--- config.mk ---
export PLATFORM = sky130hd
export DESIGN_NAME = quadrature_decoder
export DESIGN_NICKNAME = d
export VERILOG_FILES = /design/src/quadrature_decoder_pkg.sv /design/src/qd_filter.sv /design/src/quadrature_decoder.sv
export VERILOG_INCLUDE_DIRS = /design/src /design/src/src
export SDC_FILE = /design/constraint.sdc
export NUM_CORES = 1
export LEC_CHECK = 0
export ABC_AREA = 1
export BUFFER_PORTS_ARGS = -buffer_cell sky130_fd_sc_hd__buf_2
export CORE_MARGIN = 2
export CORE_UTILIZATION = 54
export CTS_BUF_LIST = sky130_fd_sc_hd__clkbuf_16
export CTS_CLUSTER_DIAMETER = 120
export CTS_CLUSTER_SIZE = 30
export DETAILED_ROUTE_END_ITERATION = 10
export GPL_TIMING_DRIVEN = 0
export PLACE_DENSITY = 0.72
export SLEW_MARGIN = 20
export SYNTH_ARGS = -nofsm -noshare
export SYNTH_HDL_FRONTEND = slang
export SYNTH_SLANG_ARGS = --single-unit
--- constraint.sdc ---
create_clock -name clk -period 6.52 [get_ports clk]
set_clock_uncertainty 0.15 [all_clocks]
set_input_delay 0 -clock clk [delete_from_list [all_inputs] [get_ports clk]]
set_output_delay 0 -clock clk [all_outputs]
set_load 0.01 [all_outputs]
--- src/quadrature_decoder_map.svh ---
// Register offsets, field positions, reset values and limits of the decoder.
`ifndef QUADRATURE_DECODER_MAP_SVH
`define QUADRATURE_DECODER_MAP_SVH
`define QD_OFS_CTRL      12'h000
`define QD_OFS_STATUS    12'h004
`define QD_OFS_POS       12'h008
`define QD_OFS_SPEED     12'h00c
`define QD_OFS_TBASE     12'h010
`define QD_BIT_EN        0
`define QD_BIT_POSITION_MEASURE_ENABLE     1
`define QD_BIT_SPEED_MEASURE_ENABLE   2
`define QD_BIT_TRANS     3
`define QD_BIT_EDGAB     4
`define QD_BIT_INVERT_PHASE_A      5
`define QD_BIT_INVERT_PHASE_B      6
`define QD_BIT_INVERT_INDEX    7
`define QD_BIT_EXCH      8
`define QD_BIT_IDXB      9
`define QD_BIT_MISSING_PULSE_AUTOCORRECT     10
`define QD_FILT_LSB      16
`define QD_CMP_LSB       24
`define QD_CTRL_RESET    32'h0001_0000
`define QD_FILT_MIN      6'h01
`define QD_TBASE_RESET   32'h0000_00ff
`define QD_ST_IDX        0
`define QD_ST_DIRECTION_CHANGE_FLAG     1
`define QD_ST_QUADRATURE_ERROR_FLAG       2
`define QD_ST_MPE        3
`define QD_ST_DIR        8
`endif

--- src/quadrature_decoder_pkg.sv ---
// Types shared by the quadrature decoder files.
package quadrature_decoder_pkg;
  typedef struct packed {
    logic       autocorrect;
    logic       index_on_b;
    logic       exchange;
    logic       inv_idx;
    logic       inv_b;
    logic       inv_a;
    logic       both_edges;
    logic       transparent;
    logic       speed_en;
    logic       pos_en;
    logic       enable;
  } qd_ctrl_type;
  typedef struct packed {
    logic a;
    logic b;
    logic idx;
  } qd_phase_type;
  typedef enum logic [2:0] {
    RD_IDLE = 3'b001,
    RD_DATA = 3'b010,
    RD_HOLD = 3'b100
  } rd_state_type;
endpackage

--- src/qd_filter.sv ---
// Glitch filter: a level is taken only after it held threshold+1 clocks.
`timescale 1ns/100ps
module qd_filter
  import quadrature_decoder_pkg::*;
#(
  parameter int WIDTH = 6
)
(
  input  wire logic             clk,       // Peripheral clock.
  input  wire logic             arst_n,    // Asynchronous reset.
  input  wire logic             run,       // Filter active.
  input  wire logic [WIDTH-1:0] threshold, // Minimum stable cycles minus one.
  input  wire logic             raw,       // Unfiltered level.
  output logic                  clean      // Filtered level.
);
  logic [WIDTH-1:0] cnt_r;
  logic             clean_r;
  assign clean = clean_r;
  // The counter restarts on every bounce, so short pulses never pass.
  always_ff @(posedge clk or negedge arst_n)
  begin
    if (!arst_n)
    begin
      cnt_r   <= '0;
      clean_r <= 1'b0;
    end
    else if (!run)
    begin
      cnt_r   <= '0;
      clean_r <= raw;
    end
    else if (raw == clean_r)
      cnt_r <= '0;
    else if (cnt_r >= threshold)
    begin
      cnt_r   <= '0;
      clean_r <= raw; // [RULE13]
    end
    else
      cnt_r <= cnt_r + 1'b1;
  end
endmodule

--- src/quadrature_decoder.sv ---
// Quadrature decoder front end with an AXI4-Lite register slave.
//
// Notes on behaviour
// [RULE1] Enable runs filtering, edges and decoding; cleared, everything is idle.
// [RULE2] Software enabling the decoder also sets position or speed enable.
// [RULE3] Position enable lets channels 0 and 1 count position.
// [RULE4] Speed enable measures edges on channel 0 over a channel 2 period; the code counts cnt_edge over tbase_r plus one clocks instead.
// [RULE5] Transparent mode drops direction decoding but keeps filter and edges.
// [RULE6] Edges are counted on phase A only, or on both phases.
// [RULE7] Phase A comes from line A0 and may be inverted.
// [RULE8] Phase B comes from line B0 and may be inverted.
// [RULE9] Index comes from line A1 and may be inverted.
// [RULE10] Exchange swaps phase A and phase B before decoding.
// [RULE11] Index is taken from line B0 when index on phase B is set.
// [RULE12] Autocorrect enables missing pulse detection and correction.
// [RULE13] Pulses shorter than threshold plus one clocks are discarded.
// [RULE14] A zero missing pulse limit never sets the missing pulse flag.
// [RULE15] Limit consecutive missing pulses raise the missing pulse flag.
// [RULE16] Each rising edge of the processed index raises the index flag.
// [RULE17] A reversal of decoded direction raises the direction change flag.
// [RULE18] An illegal quadrature sequence raises the quadrature error flag.
// [RULE19] A leading B means reverse, a leading A means forward.
// [RULE20] Both phases changing in one sample is an error; position holds. With autocorrect and a known direction, position moves by two.
//
// The register addresses and the AXI4-Lite slave port are this design's own decisions.
`timescale 1ns/100ps
`include "quadrature_decoder_map.svh"
module quadrature_decoder
  import quadrature_decoder_pkg::*;
#(
  parameter int POS_W = 32
)
(
  input  wire logic        clk,           // 250 MHz peripheral clock.
  input  wire logic        arst_n,        // Asynchronous reset, active low.
  input  wire logic        timer_line_a0, // Phase A pin.
  input  wire logic        timer_line_b0, // Phase B pin.
  input  wire logic        timer_line_a1, // Index pin.
  input  wire logic [11:0] s_axi_awaddr,  // Write address.
  input  wire logic        s_axi_awvalid, // Write address valid.
  output logic             s_axi_awready, // Write address ready.
  input  wire logic [31:0] s_axi_wdata,   // Write data.
  input  wire logic [3:0]  s_axi_wstrb,   // Write strobes.
  input  wire logic        s_axi_wvalid,  // Write data valid.
  output logic             s_axi_wready,  // Write data ready.
  output logic [1:0]       s_axi_bresp,   // Write response.
  output logic             s_axi_bvalid,  // Write response valid.
  input  wire logic        s_axi_bready,  // Write response ready.
  input  wire logic [11:0] s_axi_araddr,  // Read address.
  input  wire logic        s_axi_arvalid, // Read address valid.
  output logic             s_axi_arready, // Read address ready.
  output logic [31:0]      s_axi_rdata,   // Read data.
  output logic [1:0]       s_axi_rresp,   // Read response.
  output logic             s_axi_rvalid,  // Read data valid.
  input  wire logic        s_axi_rready   // Read data ready.
);
  logic [31:0]      ctrl_r;
  logic [31:0]      tbase_r;
  qd_ctrl_type      cfg;
  logic [5:0]       filt_thr;
  logic [7:0]       cmp_lim;
  qd_phase_type     pin;
  qd_phase_type     flt;
  logic             a_q_r, b_q_r, idx_q_r;
  logic             dir_r, dir_valid_r;
  logic [POS_W-1:0] pos_r;
  logic [31:0]      speed_r, spd_cnt_r, tb_cnt_r;
  logic [7:0]       miss_r;
  logic [3:0]       flag_r;
  logic             ev_idx, ev_dir, ev_quadrature_error_flag, ev_mpe;
  logic             edge_a, edge_b, step, fwd, both_chg, cnt_edge;
  logic             aw_got_r, w_got_r;
  logic [11:0]      aw_addr_r;
  logic [31:0]      w_data_r;
  logic [3:0]       w_strb_r;
  logic             clr_st;
  logic [3:0]       clr_mask;
  rd_state_type     rd_state_r;
  logic [31:0]      rdata_r;
  logic             rd_bad_r;

  function automatic logic [31:0] merge(input logic [31:0] old,
                                        input logic [31:0] nw,
                                        input logic [3:0]  st);
    logic [31:0] res;
    res = old;
    for (int i = 0; i < 4; i++)
      if (st[i])
        res[i*8 +: 8] = nw[i*8 +: 8];
    return res;
  endfunction

  assign cfg      = ctrl_r[`QD_BIT_MISSING_PULSE_AUTOCORRECT:`QD_BIT_EN];
  assign filt_thr = ctrl_r[`QD_FILT_LSB +: 6];
  assign cmp_lim  = ctrl_r[`QD_CMP_LSB +: 8];

  // Inversion sits ahead of the exchange, both ahead of the filters.
  always_comb
  begin
    logic pa, pb;
    pa      = timer_line_a0 ^ cfg.inv_a; // [RULE7]
    pb      = timer_line_b0 ^ cfg.inv_b; // [RULE8]
    pin.a   = cfg.exchange ? pb : pa; // [RULE10]
    pin.b   = cfg.exchange ? pa : pb; // [RULE10]
    pin.idx = (cfg.index_on_b ? timer_line_b0 : timer_line_a1)
              ^ cfg.inv_idx; // [RULE9] [RULE11]
  end

  qd_filter #(.WIDTH(6)) u_fa
  (
    .clk       (clk),
    .arst_n    (arst_n),
    .run       (cfg.enable),
    .threshold (filt_thr),
    .raw       (pin.a),
    .clean     (flt.a)
  );
  qd_filter #(.WIDTH(6)) u_fb
  (
    .clk       (clk),
    .arst_n    (arst_n),
    .run       (cfg.enable),
    .threshold (filt_thr),
    .raw       (pin.b),
    .clean     (flt.b)
  );
  qd_filter #(.WIDTH(6)) u_fi
  (
    .clk       (clk),
    .arst_n    (arst_n),
    .run       (cfg.enable),
    .threshold (filt_thr),
    .raw       (pin.idx),
    .clean     (flt.idx)
  );

  assign edge_a   = cfg.enable && (flt.a != a_q_r); // [RULE1]
  assign edge_b   = cfg.enable && (flt.b != b_q_r);
  assign both_chg = edge_a && edge_b; // [RULE20]
  assign step     = (edge_a ^ edge_b) && !cfg.transparent; // [RULE5]
  // Forward when A leads: after an A change A differs from B.
  assign fwd      = edge_a ? (flt.a != flt.b) : (flt.a == flt.b); // [RULE19]
  assign cnt_edge = edge_a || (cfg.both_edges && edge_b); // [RULE6]
  assign ev_idx   = cfg.enable && flt.idx && !idx_q_r; // [RULE16]
  assign ev_dir   = step && dir_valid_r && (fwd != dir_r); // [RULE17]
  assign ev_quadrature_error_flag  = both_chg && !cfg.transparent; // [RULE18]
  assign ev_mpe   = cfg.autocorrect && (cmp_lim != 8'h00)
                    && ev_quadrature_error_flag && (miss_r + 8'h01 >= cmp_lim); // [RULE14] [RULE15]

  always_ff @(posedge clk or negedge arst_n)
  begin
    if (!arst_n)
    begin
      a_q_r   <= 1'b0;
      b_q_r   <= 1'b0;
      idx_q_r <= 1'b0;
    end
    else
    begin
      a_q_r   <= flt.a;
      b_q_r   <= flt.b;
      idx_q_r <= flt.idx;
    end
  end

  always_ff @(posedge clk or negedge arst_n)
  begin
    if (!arst_n)
    begin
      dir_r       <= 1'b0;
      dir_valid_r <= 1'b0;
    end
    else if (!cfg.enable || cfg.transparent)
      dir_valid_r <= 1'b0;
    else if (step)
    begin
      dir_r       <= fwd;
      dir_valid_r <= 1'b1;
    end
  end

  // Position: a both-phase jump is a missed step; autocorrect adds or subtracts two, following the last decoded direction.
  always_ff @(posedge clk or negedge arst_n)
  begin
    if (!arst_n)
      pos_r <= '0;
    else if (cfg.enable && cfg.pos_en) // [RULE3]
    begin
      if (step && cnt_edge)
        pos_r <= fwd ? pos_r + 1'b1 : pos_r - 1'b1;
      else if (ev_quadrature_error_flag && cfg.autocorrect && dir_valid_r) // [RULE12]
        pos_r <= dir_r ? pos_r + 2'd2 : pos_r - 2'd2;
    end
  end

  always_ff @(posedge clk or negedge arst_n)
  begin
    if (!arst_n)
      miss_r <= 8'h00;
    else if (!cfg.autocorrect || step)
      miss_r <= 8'h00;
    else if (ev_quadrature_error_flag)
      miss_r <= ev_mpe ? 8'h00 : miss_r + 8'h01; // [RULE15]
  end

  // Speed: edges counted over one time-base period.
  always_ff @(posedge clk or negedge arst_n)
  begin
    if (!arst_n)
    begin
      tb_cnt_r  <= 32'h0000_0000;
      spd_cnt_r <= 32'h0000_0000;
      speed_r   <= 32'h0000_0000;
    end
    else if (!(cfg.enable && cfg.speed_en))
    begin
      tb_cnt_r  <= 32'h0000_0000;
      spd_cnt_r <= 32'h0000_0000;
    end
    else if (tb_cnt_r >= tbase_r) // [RULE4]
    begin
      tb_cnt_r  <= 32'h0000_0000;
      speed_r   <= spd_cnt_r + {31'h0, cnt_edge};
      spd_cnt_r <= 32'h0000_0000;
    end
    else
    begin
      tb_cnt_r  <= tb_cnt_r + 32'h0000_0001;
      spd_cnt_r <= spd_cnt_r + {31'h0, cnt_edge};
    end
  end

  // Status flags are sticky; a new event beats a write-one clear.
  always_ff @(posedge clk or negedge arst_n)
  begin
    if (!arst_n)
      flag_r <= 4'h0;
    else
      flag_r <= (flag_r & ~(clr_st ? clr_mask : 4'h0))
                | {ev_mpe, ev_quadrature_error_flag, ev_dir, ev_idx};
  end

  // Write channel: address and data are taken in either order.
  assign s_axi_awready = !aw_got_r && !s_axi_bvalid;
  assign s_axi_wready  = !w_got_r && !s_axi_bvalid;
  assign s_axi_bresp   = 2'b00;
  assign clr_st = aw_got_r && w_got_r
                  && (aw_addr_r[11:2] == `QD_OFS_STATUS >> 2);
  assign clr_mask = w_strb_r[0] ? w_data_r[3:0] : 4'h0;

  always_ff @(posedge clk or negedge arst_n)
  begin
    if (!arst_n)
    begin
      aw_got_r     <= 1'b0;
      w_got_r      <= 1'b0;
      aw_addr_r    <= 12'h000;
      w_data_r     <= 32'h0000_0000;
      w_strb_r     <= 4'h0;
      s_axi_bvalid <= 1'b0;
      ctrl_r       <= `QD_CTRL_RESET;
      tbase_r      <= `QD_TBASE_RESET;
    end
    else
    begin
      if (s_axi_awvalid && s_axi_awready)
      begin
        aw_got_r  <= 1'b1;
        aw_addr_r <= s_axi_awaddr;
      end
      if (s_axi_wvalid && s_axi_wready)
      begin
        w_got_r  <= 1'b1;
        w_data_r <= s_axi_wdata;
        w_strb_r <= s_axi_wstrb;
      end
      if (aw_got_r && w_got_r)
      begin
        aw_got_r     <= 1'b0;
        w_got_r      <= 1'b0;
        s_axi_bvalid <= 1'b1;
        if (aw_addr_r[11:2] == `QD_OFS_CTRL >> 2)
        begin
          ctrl_r <= merge(ctrl_r, w_data_r, w_strb_r) & 32'hff3f_07ff;
          // A zero threshold is outside the legal range; keep the minimum.
          if (w_strb_r[2] && w_data_r[`QD_FILT_LSB +: 6] == 6'h00)
            ctrl_r[`QD_FILT_LSB +: 6] <= `QD_FILT_MIN;
        end
        if (aw_addr_r[11:2] == `QD_OFS_TBASE >> 2)
          tbase_r <= merge(tbase_r, w_data_r, w_strb_r);
      end
      else if (s_axi_bvalid && s_axi_bready)
        s_axi_bvalid <= 1'b0;
    end
  end

  // Read channel.
  assign s_axi_arready = (rd_state_r == RD_IDLE);
  assign s_axi_rvalid  = (rd_state_r == RD_HOLD);
  assign s_axi_rdata   = rdata_r;
  assign s_axi_rresp   = rd_bad_r ? 2'b10 : 2'b00;

  always_ff @(posedge clk or negedge arst_n)
  begin
    if (!arst_n)
    begin
      rd_state_r <= RD_IDLE;
      rdata_r    <= 32'h0000_0000;
      rd_bad_r   <= 1'b0;
    end
    else
    begin
      case (rd_state_r)
        RD_IDLE:
          if (s_axi_arvalid)
          begin
            rd_state_r <= RD_HOLD;
            rd_bad_r   <= 1'b0;
            case (s_axi_araddr[11:2])
              `QD_OFS_CTRL >> 2:   rdata_r <= ctrl_r;
              `QD_OFS_STATUS >> 2: rdata_r <= {23'h0, dir_r, 4'h0, flag_r};
              `QD_OFS_POS >> 2:    rdata_r <= 32'(pos_r);
              `QD_OFS_SPEED >> 2:  rdata_r <= speed_r;
              `QD_OFS_TBASE >> 2:  rdata_r <= tbase_r;
              default:
              begin
                rdata_r  <= 32'h0000_0000;
                rd_bad_r <= 1'b1;
              end
            endcase
          end
        RD_HOLD:
          if (s_axi_rready)
            rd_state_r <= RD_IDLE;
        default:
          rd_state_r <= RD_IDLE;
      endcase
    end
  end

  property p_mpe_zero;
    @(posedge clk) disable iff (!arst_n)
    (cmp_lim == 8'h00 && !flag_r[3]) |=> !flag_r[3] || cmp_lim != 8'h00;
  endproperty
  a_mpe_zero: assert property (p_mpe_zero) else $error("mpe with zero limit"); // [RULE14]

  property p_idx_flag;
    @(posedge clk) disable iff (!arst_n)
    ev_idx |=> flag_r[0];
  endproperty
  a_idx_flag: assert property (p_idx_flag) else $error("index flag lost"); // [RULE16]

  property p_dir_flag;
    @(posedge clk) disable iff (!arst_n)
    (step && dir_valid_r && fwd != dir_r) |=> flag_r[1];
  endproperty
  a_dir_flag: assert property (p_dir_flag) else $error("direction_change_flag lost"); // [RULE17]

  property p_quadrature_error_flag_hold;
    @(posedge clk) disable iff (!arst_n)
    (both_chg && !cfg.autocorrect) |=> $stable(pos_r);
  endproperty
  a_quadrature_error_flag_hold: assert property (p_quadrature_error_flag_hold) else $error("pos moved"); // [RULE20]

  property p_quadrature_error_flag_flag;
    @(posedge clk) disable iff (!arst_n)
    (both_chg && !cfg.transparent) |=> flag_r[2];
  endproperty
  a_quadrature_error_flag_flag: assert property (p_quadrature_error_flag_flag) else $error("quadrature_error_flag lost"); // [RULE18]

  property p_trans;
    @(posedge clk) disable iff (!arst_n)
    cfg.transparent |-> !ev_dir && !step;
  endproperty
  a_trans: assert property (p_trans) else $error("decode in transparent"); // [RULE5]

  property p_off;
    @(posedge clk) disable iff (!arst_n)
    !cfg.enable |-> !ev_idx && !edge_a && !edge_b;
  endproperty
  a_off: assert property (p_off) else $error("active when off"); // [RULE1]

  property p_pos_off;
    @(posedge clk) disable iff (!arst_n)
    (!cfg.pos_en && $past(!cfg.pos_en)) |-> $stable(pos_r);
  endproperty
  a_pos_off: assert property (p_pos_off) else $error("pos counted"); // [RULE3]

  property p_fwd_step;
    @(posedge clk) disable iff (!arst_n)
    (step && cnt_edge && fwd && cfg.pos_en) |=> pos_r == $past(pos_r) + 1'b1;
  endproperty
  a_fwd_step: assert property (p_fwd_step) else $error("fwd not up"); // [RULE19]
endmodule

==> metrics.yaml <==
whs_path_depth: 4
pin_count: 111
worst_slack_ps: 2907
synthFlopType: "dfrtp_1"
reg2reg_from: "ctrl_r[0]"
synth_seq_area_share_pct: 41.02
htree_num_levels: 1
cts_tree: "yes"
antenna_found_initial: 1
first_iter_violations: 1422
final_util_pct: 61.12
holdWs_ps: 4.795
clk_pin_slew_ps: 120
placedInstanceArea_sq_um: 19940
setup_viol: 0
avgRoutedWirePerCell_um: 19.79
slew_headroom_pct: 47.43
avgSynthCellArea_sq_um: 7.723
final_hold_viol_count: 0
p_leak_nw: 9.930
synth_top_family_by_area: "simple AND/OR/NAND/NOR gates"
slew_viol_final: 0
grt_max_degree: 86
gr-total-overflow: 0
drive_gt1_share_pct: 7.824
syn_inst: 2429
numCtsBuffers: 14
cellPowerDensity_nw_per_um2: 200.4
insertion_delay_ps: 530
via_per_inst: 5.760
wirelength_mm: 60.88
ff2ff_setup_slack_ps: 2910
die_h_um: 190.4
area_growth_pct: 12.00
synth-compound-area-share_pct: 14.81
grt_pass1_vias: 16930
coreArea_sq_um: 34370
synth.distinct_cells: 63
final_common_cell: "nand2_1"
gp_congestion: 1.023
dp_slack_ps: 2580
grt_pass1_wl_mm: 94.19
status: "complete, no violations"
max_freq_mhz: 276.8
hold_class: "in2reg"
synth_edf_count: 0
ys_seq_elements: 307
peakVddDrop_mv: 0.2094
crit-reg2reg-capture: "speed_r[30]"
die-area_sq_um: 36250
period_minus_slack_ps: 3613
start_util_pct: 54.58
vias: 17720
num_rows: 68
root_buffer: "clkbuf_16"
reg2reg_depth: 14
design_area_sq_um: 21010
start_kind: "register"
criticalPathCategory: "reg2reg"
critPathMaxFanout: 8
cts_sinks: 307
mostFrequentLayoutCells: "496 x nand2_1, 303 x inv_1, 297 x dfrtp_1"
worst_slew_pin_slew_ps: 788.5
cts_buffer_depth: 3
yosys.area_share.simple_pct: 24.15
antenna_left: 0
maxCapViolCount: 0
die_w_um: 190.4
cts_setup_buffers: 0
syn_area_sq_um: 18760
cp.required_ps: 6820
rsz0062_at_grt: "no"
worstHoldStart: "s_axi_arvalid"
muxShareOfSynthArea_pct: 0.7804
fillCellCount: 3184
min_to: "s_axi_rdata[1]"
grt_usage_pct: 33.67
fin_nets: 2779
port_buffers: 103
worst-endpoint-arrival_ps: 3910
async_flop_share_pct: 100.0
yosysWarnings: 0
cp-end-kind: "register"
dp_hpwl_mm: 47.27
synthAdderAreaFrac_pct: 6.510
synthXorXnorAreaFrac_pct: 4.796
drc: 0
drtPass1Iterations: 6
fin_crit_sh_pct: 55.41
## layout make-up
type / instances / area (sq um) / share of cell area [%]
well taps: 455 / 569.3 / 2.710
clock buffers: 15 / 375.4 / 1.787
clock inverters: 9 / 77.57 / 0.3692
multi-input cells: 1750 / 9588 / 45.63
diodes: 2 / 5.005 / 0.02382
inverters: 303 / 1137 / 5.413
plain buffers: 71 / 346.6 / 1.650
repair buffers: 165 / 1216 / 5.788
flip-flops and latches: 307 / 7695 / 36.62
## cells in the mapped netlist (all sizes together), types with 9 or more instances
| cell type | count | area (sq um) |
|---|---|---|
| dfrtp | 297 | 7432 |
| ha | 96 | 1201 |
| xnor2 | 25 | 219.0 |
| nand4 | 25 | 156.4 |
| a221oi | 14 | 122.6 |
| buf | 20 | 155.1 |
| nand3 | 157 | 810.8 |
| mux2 | 13 | 146.4 |
| xor2 | 73 | 680.7 |
| nand2 | 507 | 1936 |
| inv | 300 | 1126 |
| nor3b | 10 | 75.07 |
| a41oi | 11 | 96.34 |
| o41ai | 13 | 113.9 |
| o21a | 10 | 75.07 |
| a31oi | 10 | 62.56 |
| clkbuf | 51 | 191.4 |
| a22oi | 9 | 67.56 |
| nor4 | 14 | 102.6 |
| nor2 | 290 | 1101 |
| dfstp | 10 | 262.8 |
| a21oi | 149 | 749.5 |
| nor3 | 36 | 195.2 |
| or2 | 9 | 56.30 |
| o21ai | 202 | 1011 |
## worst max-delay path, cell delays in order (launching register included)
cell and delay (ps):
dfrtp_1 400, inv_2 110, nor3_1 370, a21o_1 240
ha_1 220, ha_1 210, nand2_1 70, nor2_1 140
nand4_1 210, nor4_1 590, nand2_1 180, nor2_1 230
xor2_1 180, inv_1 80, o21ai_0 150
## where the power goes
part           switching, mW  internal, mW  total, mW
registers              0.104          2.09       2.20
logic                  0.582         0.312      0.894
clock network          0.649         0.471       1.12
## through the flow
| step | total power [mW] | TNS [ps] | cells |
|---|---|---|---|
| after floorplan | 2.726 | 0 | 2431 |
| after global placement | 3.016 | -124040 | 2989 |
| after detailed placement | 3.051 | 0 | 2992 |
| after CTS | 4.191 | 0 | 3075 |
| after global routing | 4.388 | 0 | 3076 |
| final | 4.210 | 0 | 3077 |
## how the worst max path moves through the flow
stage | slack, ps | cells after the start | from | endpoint
floorplan | 3580 | 13 | dir_r | pos_r[21]
global placement | -460 | 1 | arst_n | spd_cnt_r[15]
detailed placement | 2580 | 11 | dir_r | pos_r[28]
CTS | 2540 | 11 | dir_r | pos_r[28]
global route | 2610 | 15 | u_fa.clean | speed_r[30]
finish | 2910 | 14 | ctrl_r[0] | speed_r[30]
## sequential cells by signal (all words and copies together), names as in the netlist, 2 cells and up
register	flops
w_data_r	32
u_fb.cnt_r	6
ctrl_r	25
pos_r	32
speed_r	32
u_fa.cnt_r	6
u_fi.cnt_r	6
s_axi_rdata	32
aw_addr_r	10
flag_r	4
miss_r	8
spd_cnt_r	32
rd_state_r	2
tb_cnt_r	32
tbase_r	32
w_strb_r	4
## what timing repair did
action / 4_1_cts / 5_1_grt
hold buffers: 59 / 0
hold endpoints to repair: 272 / 0
resized for setup: 0 / 0
endpoints found under the setup margin: 0 / 0
## metal layers
metal	global-route usage (%)	vias to the layer above	routed length (um)	share of wire, %
met3	3.147	153	3498	5.7
met2	57.05	638	29210	48
met1	43.93	8510	25110	41
met5	0	-	0	0
met4	15.12	0	3064	5.0
li1	-	8422	-	-
## logic make-up (layout without fill, tap and decap cells)
logic type | after synthesis | in the layout
XOR/XNOR | 98 | 98
flip-flops | 307 | 307
buffers and inverters | 374 | 563
multiplexers | 13 | 13
AND/OR/NAND/NOR | 1062 | 1062
other | 1 | 5
adder cells (fa/ha/maj) | 97 | 97
AO/OA/AOI/OAI | 477 | 477
Note: power is estimated with default switching activity, not from simulation.
